===== src/rtl/lamp_pkg.sv =====
// Constants and types shared by the status lamp driver
`default_nettype none
package lamp_pkg;
	// Clock rate
	localparam int unsigned CLOCK_PERIOD_NS = 100;
	// Base flash step, 50 ms
	localparam int unsigned STEP_TIME_NS = 50_000_000;
	localparam int unsigned STEP_CYCLES_DEF = STEP_TIME_NS / CLOCK_PERIOD_NS;
	localparam int unsigned TICK_W = 20;
	// Pattern frame of 24 steps, 1.2 s
	localparam int unsigned STEP_W = 5;
	localparam int unsigned STEPS_PER_FRAME = 24;
	// Single flash: lit for the first 4 steps of a frame
	localparam int unsigned SINGLE_ON_STEPS = 4;
	// Rapid flash toggles every step, normal flash every 4 steps
	localparam int unsigned RAPID_BIT = 0;
	localparam int unsigned FLASH_BIT = 2;
	localparam int unsigned PHASES_DEF = 3;
	// Reset values
	localparam logic [TICK_W-1:0] RST_TICK = 20'h00000;
	localparam logic [STEP_W-1:0] RST_STEP = 5'h00;
	localparam logic LAMP_OFF = 1'h0;
	localparam logic LAMP_ON = 1'h1;
	// Fieldbus slave state, Gray coded along the usual start-up path
	typedef enum logic [2:0] {
		startup_state        = 3'h0,
		configuration_state  = 3'h1,
		safe_output_state    = 3'h3,
		running_state        = 3'h2,
		firmware_load_state  = 3'h6
	} slave_state_t;
endpackage : lamp_pkg
`default_nettype wire


===== src/rtl/status_lamp_driver.sv =====
// Front-panel lamp driver for a three-phase measurement module
`default_nettype none
// What this block does
// - Run lamp dark while the slave is in its startup state.
// - Run lamp flashes rapidly in the firmware load state.
// - Run lamp flashes at normal rate in the configuration state.
// - Run lamp gives a single flash in the safe output state.
// - Run lamp lit steadily in the running state.
// - Green health lamp follows the system healthy flag.
// - Voltage good lamp steady when phase voltage is normal.
// - Voltage good lamp flashes when phase voltage passed warning threshold.
// - Voltage fault lamp lit when phase voltage passed error threshold.
// - Current good lamp steady when phase current is normal.
// - Current good lamp flashes when phase current passed warning threshold.
// - Current fault lamp lit when phase current passed error threshold.
module status_lamp_driver
	import lamp_pkg::*;
#(
	parameter int unsigned PHASES      = PHASES_DEF,
	parameter int unsigned STEP_CYCLES = STEP_CYCLES_DEF
) (
	input  wire logic              clock_i,
	input  wire logic              sys_rst_i,
	input  wire slave_state_t      slave_state_i,
	input  wire logic              system_ok_i,
	input  wire logic [PHASES-1:0] voltage_warn_i,
	input  wire logic [PHASES-1:0] voltage_err_i,
	input  wire logic [PHASES-1:0] current_warn_i,
	input  wire logic [PHASES-1:0] current_err_i,
	output logic                   run_lamp_o,
	output logic                   health_lamp_o,
	output logic      [PHASES-1:0] phase_voltage_good_lamp_o,
	output logic      [PHASES-1:0] phase_voltage_fault_lamp_o,
	output logic      [PHASES-1:0] phase_current_good_lamp_o,
	output logic      [PHASES-1:0] phase_current_fault_lamp_o
);

	typedef struct packed {
		logic [TICK_W-1:0] tick_cnt;
		logic [STEP_W-1:0] step;
		logic              run;
		logic              health;
		logic [PHASES-1:0] v_good;
		logic [PHASES-1:0] v_fault;
		logic [PHASES-1:0] c_good;
		logic [PHASES-1:0] c_fault;
	} lamp_state_t;

	lamp_state_t s;
	lamp_state_t next_s;

	logic step_tick;
	logic rapid_on;
	logic flash_on;
	logic single_on;

	// Patterns come from the registered step, so all lamps flash in phase
	assign rapid_on  = s.step[RAPID_BIT];
	assign flash_on  = s.step[FLASH_BIT];
	assign single_on = (s.step < STEP_W'(SINGLE_ON_STEPS));

	always_comb begin
		next_s    = s;
		step_tick = 1'h0;
		// Divider runs free, independent of bus state, so patterns never stall
		if (s.tick_cnt == TICK_W'(STEP_CYCLES - 1)) begin
			next_s.tick_cnt = RST_TICK;
			step_tick       = 1'h1;
		end else begin
			next_s.tick_cnt = s.tick_cnt + TICK_W'(1);
		end
		if (step_tick) begin
			if (s.step == STEP_W'(STEPS_PER_FRAME - 1)) begin
				next_s.step = RST_STEP;
			end else begin
				next_s.step = s.step + STEP_W'(1);
			end
		end
		unique case (slave_state_i)
			startup_state:       next_s.run = LAMP_OFF;
			firmware_load_state: next_s.run = rapid_on;
			configuration_state: next_s.run = flash_on;
			safe_output_state:   next_s.run = single_on;
			running_state:       next_s.run = LAMP_ON;
			// An undefined code shows as a dark lamp rather than a false state
			default:             next_s.run = LAMP_OFF;
		endcase
		next_s.health = system_ok_i;
		for (int i = 0; i < PHASES; i++) begin
			// Error wins over warning: a red lamp never sits beside a green one
			next_s.v_fault[i] = voltage_err_i[i];
			next_s.c_fault[i] = current_err_i[i];
			if (voltage_err_i[i]) begin
				next_s.v_good[i] = LAMP_OFF;
			end else if (voltage_warn_i[i]) begin
				next_s.v_good[i] = flash_on;
			end else begin
				next_s.v_good[i] = LAMP_ON;
			end
			if (current_err_i[i]) begin
				next_s.c_good[i] = LAMP_OFF;
			end else if (current_warn_i[i]) begin
				next_s.c_good[i] = flash_on;
			end else begin
				next_s.c_good[i] = LAMP_ON;
			end
		end
	end

	always_ff @(posedge clock_i) begin
		if (sys_rst_i) begin
			s.tick_cnt <= RST_TICK;
			s.step     <= RST_STEP;
			s.run      <= LAMP_OFF;
			s.health   <= LAMP_OFF;
			s.v_good   <= '0;
			s.v_fault  <= '0;
			s.c_good   <= '0;
			s.c_fault  <= '0;
		end else begin
			s <= next_s;
		end
	end

	assign run_lamp_o                 = s.run;
	assign health_lamp_o              = s.health;
	assign phase_voltage_good_lamp_o  = s.v_good;
	assign phase_voltage_fault_lamp_o = s.v_fault;
	assign phase_current_good_lamp_o  = s.c_good;
	assign phase_current_fault_lamp_o = s.c_fault;

	for (genvar g = 0; g < PHASES; g++) begin : g_phase_checks

	end
endmodule // status_lamp_driver
`default_nettype wire


===== config.mk =====
export PLATFORM = sky130hd
export DESIGN_NAME = status_lamp_driver
export DESIGN_NICKNAME = d
export VERILOG_FILES = /design/src/rtl/lamp_pkg.sv /design/src/rtl/status_lamp_driver.sv
export SDC_FILE = /design/constraint.sdc
export NUM_CORES = 1
export LEC_CHECK = 0
export ABC_CLOCK_PERIOD_IN_PS = 2300
export BUFFER_PORTS_ARGS = -buffer_cell sky130_fd_sc_hd__buf_4
export CAP_MARGIN = 20
export CORE_MARGIN = 1
export CORE_UTILIZATION = 51
export DETAILED_ROUTE_END_ITERATION = 7
export PLACE_DENSITY = 0.83
export SLEW_MARGIN = 40
export SYNTH_ARGS = -nofsm -noshare
export SYNTH_HDL_FRONTEND = slang
export SYNTH_SLANG_ARGS = --single-unit

===== constraint.sdc =====
create_clock -name clock_i -period 2.3 [get_ports clock_i]
set_clock_uncertainty 0.05 [all_clocks]
set_input_delay 0.115 -clock clock_i [delete_from_list [all_inputs] [get_ports clock_i]]
set_output_delay 0.115 -clock clock_i [all_outputs]
set_load 0.05 [all_outputs]

==> reports/results.ini <==
[outcome]
status=complete, no violations

[drt]
wl_per_cell_um=13.21
ant_nets=0
wl_met2_mm=1.792
drt_first_iter_violations=54
wl_met3_um=176
vias=1425
drt_pass1_iterations=4
met1Wirelength_mm=1.521
drc=0
top_layer_used=met4
detail_route.vias_per_cell=5.317
wirelength_mm=3.540

[clock_tree]
clkTransAtPathRegs_ns=0.12
cts_resized=0
cts_tree=built
cts.sinks=39
clk_latency_ns=0.35
cts_made_buffers=5
htreeDepth=2
cts_setup_buffers=0
clock_path_buffers=2
root_buffer=clkbuf_4

[timing]
setup_ws_ns=0.4292
hold_violations=0
max_freq_mhz=534.5
setup_viol=0
worstMarginPinSlew_ns=0.4759
timing.final.max_slew_violations=0
fin_hold_ws_ns=0.01098
slew_headroom_pct=67.98
rsz0062_at_grt=false
setup-tns-final_ns=0
finalCritPeriodShare_pct=81.34
fin_crit_ns=1.871

[yosys]
synth_top_family_by_area=simple AND/OR/NAND/NOR gates
syn_inst=186
synth-compound-area-share_pct=9.071
synthMuxAreaShare_pct=1.161
synth-seq-cells=39
synth.avg_cell_area_um2=9.270
yosys.area_share.simple_pct=28.16
synthAdderAreaFrac_pct=1.451
yosysWarnings=0
synth_top_area_share_pct=45.28
synthXorXnorAreaFrac_pct=7.620
yosysSeqAreaShare_pct=45.28
synth_nets=206
synth_cell_type_count=39
synth_area_um2=1724
synth_top_cell_by_area=dfxtp_1
synth_area_leaders=dfxtp_1 45%, xnor2_1 7.1%, nor2_1 5.4%

[global_routing]
grt-ovfl-total=0
antenna_found_initial=0
grt_pass1_vias=1449
grt_start_max_net_pins=20
grt_use_total_pct=22.65
grt_first_pass_wirelength_mm=6.051

[worst_setup_path]
critPathSlowestCell=nor4b_2
cp-start-kind=flip-flop
worstPathArrival_ns=2.09
rr_endpoint=s[37]
ff2ff_setup_slack_ns=0.43
critPathKind=reg -> reg
crit_fanout=6
slowest_delay_ns=0.48
cp_cell_sequence=ha_1 -> nand3_1 -> nor4b_2 -> mux2i_1 -> nor4_1
cp.required_ns=2.51
rr_startpoint=s[19]
critPathCaptureType=flip-flop
r2r_cells=5

[min_path]
hold_end=rapid_on
hp-start=sys_rst_i
hold_class=in -> reg
min_path_cells=2

[final_layout]
area_growth_pct=21.84
final_nets=243
fin_cells=268
multi_input_area_um2=818.3
regArea_um2=780.7
antenna-diode-count=0
nFillCells=252
drive_gt1_share_pct=20.54
final_core_util_pct=67.16
final_area_um2=2101

[power_and_ir_drop]
power_mw=1.172
power.leakage_nw=0.7589
ir_drop_v=0.0003308
p_per_area_nw_per_um2=558.1

[floorplan]
initial_core_util_pct=55.12
dieArea_um2=3617
coreArea_um2=3128
dieHeight_um=60.15
die_w_um=60.15
rows=20
pin_count=32

[place]
numPlacedInstances=247
dp_slack_ns=0.4174
port_buffers=31
placed_area_um2=1917
hpwl_mm=2.184
gp_congestion=0.7376

[run]
drv_cap=0

-- state kept, by name, indices dropped and copies added, names as in the netlist --
signal                      flops
s                              23
flash_on                        1
run_lamp_o                      1
phase_current_fault_lamp_o      3
phase_voltage_good_lamp_o       3
rapid_on                        1
phase_current_good_lamp_o       3
health_lamp_o                   1
phase_voltage_fault_lamp_o      3
-- routing by layer --
metal	GRT usage, %	vias to the layer above
met5	0	-
met4	9.635	0
met3	5.844	8
met2	40.82	35
met1	24.70	659
li1	-	723
-- worst max path at each step --
| stage | startpoint | endpoint | cells after the start | slack [ns] |
|---|---|---|---|---|
| 6_report | s[19] | s[37] | 5 | 0.43 |
| 5_1_grt | s[19] | s[37] | 5 | 0.23 |
| 4_1_cts | s[19] | s[37] | 5 | 0.39 |
| 3_5_place_dp | s[19] | s[37] | 5 | 0.42 |
| 3_3_place_gp | s[19] | s[37] | 5 | 0.52 |
| 2_1_floorplan | s[19] | s[21] | 6 | 0.57 |
-- report_power, final --
group          leakage, nW  internal (mW)  switching [mW]
clock               0.0282          0.118           0.225
combinational        0.413         0.0569          0.0723
sequential           0.318          0.691         0.00934
total                0.759          0.866           0.307
-- final cells by class --
| class | instances | share of cell area (%) |
|---|---|---|
| clock inverters | 2 | 0.5956 |
| flip-flops and latches | 39 | 37.17 |
| inverters | 6 | 1.072 |
| multi-input cells | 126 | 38.95 |
| clock buffers | 6 | 1.965 |
| repair buffers | 45 | 17.63 |
| well taps | 44 | 2.621 |
-- placed cells by master (no fill, tap or decap), types with 3 or more instances in the layout --
cell	synthesis	layout
a211oi_1	6	6
nand4_1	3	3
o21ai_0	4	4
nor2b_1	8	8
a21oi_1	5	5
nand3_1	10	10
dlygate4sd3_1	0	13
buf_4	12	32
inv_1	6	6
o311ai_0	3	3
nor4_1	6	6
and4_1	4	4
xnor2_1	14	14
nor3_1	4	4
dfxtp_1	39	39
nor2_1	25	25
clkbuf_4	0	5
nand2_1	9	9
-- logic make-up (layout without fill, tap and decap cells) --
group	count (synthesis)	count (layout)
mux	2	2
compound gates	23	23
flops	39	39
fa+ha+maj	2	2
buf+inv	21	59
simple gates	84	84
xor+xnor	15	15
-- timing repair --
action | CTS | global route
endpoints found under the setup margin | 0 | 0
hold buffers | 13 | 0
hold endpoints to repair | 13 | 0
-- critical path, delay by kind of cell (launching register included) --
family        cells  cell delay [ns]
fa+ha+maj         1             0.23
flops             1             0.43
mux               1             0.14
simple gates      3             0.95
-- synthesized netlist by cell type (all sizes together) --
cell type / instances
a211oi: 6
a21oi: 5
a31oi: 1
and2: 1
and3: 2
and4: 4
buf: 13
clkbuf: 2
dfxtp: 39
ha: 2
inv: 6
mux2i: 2
nand2: 9
nand3: 11
nand3b: 2
nand4: 4
nand4b: 1
nor2: 25
nor2b: 8
nor3: 4
nor4: 7
nor4b: 2
nor4bb: 1
o21a: 1
o21ai: 5
o311ai: 3
o41ai: 2
or3: 1
or4: 2
xnor2: 14
xor2: 1
(Power assumes the default switching activity.)
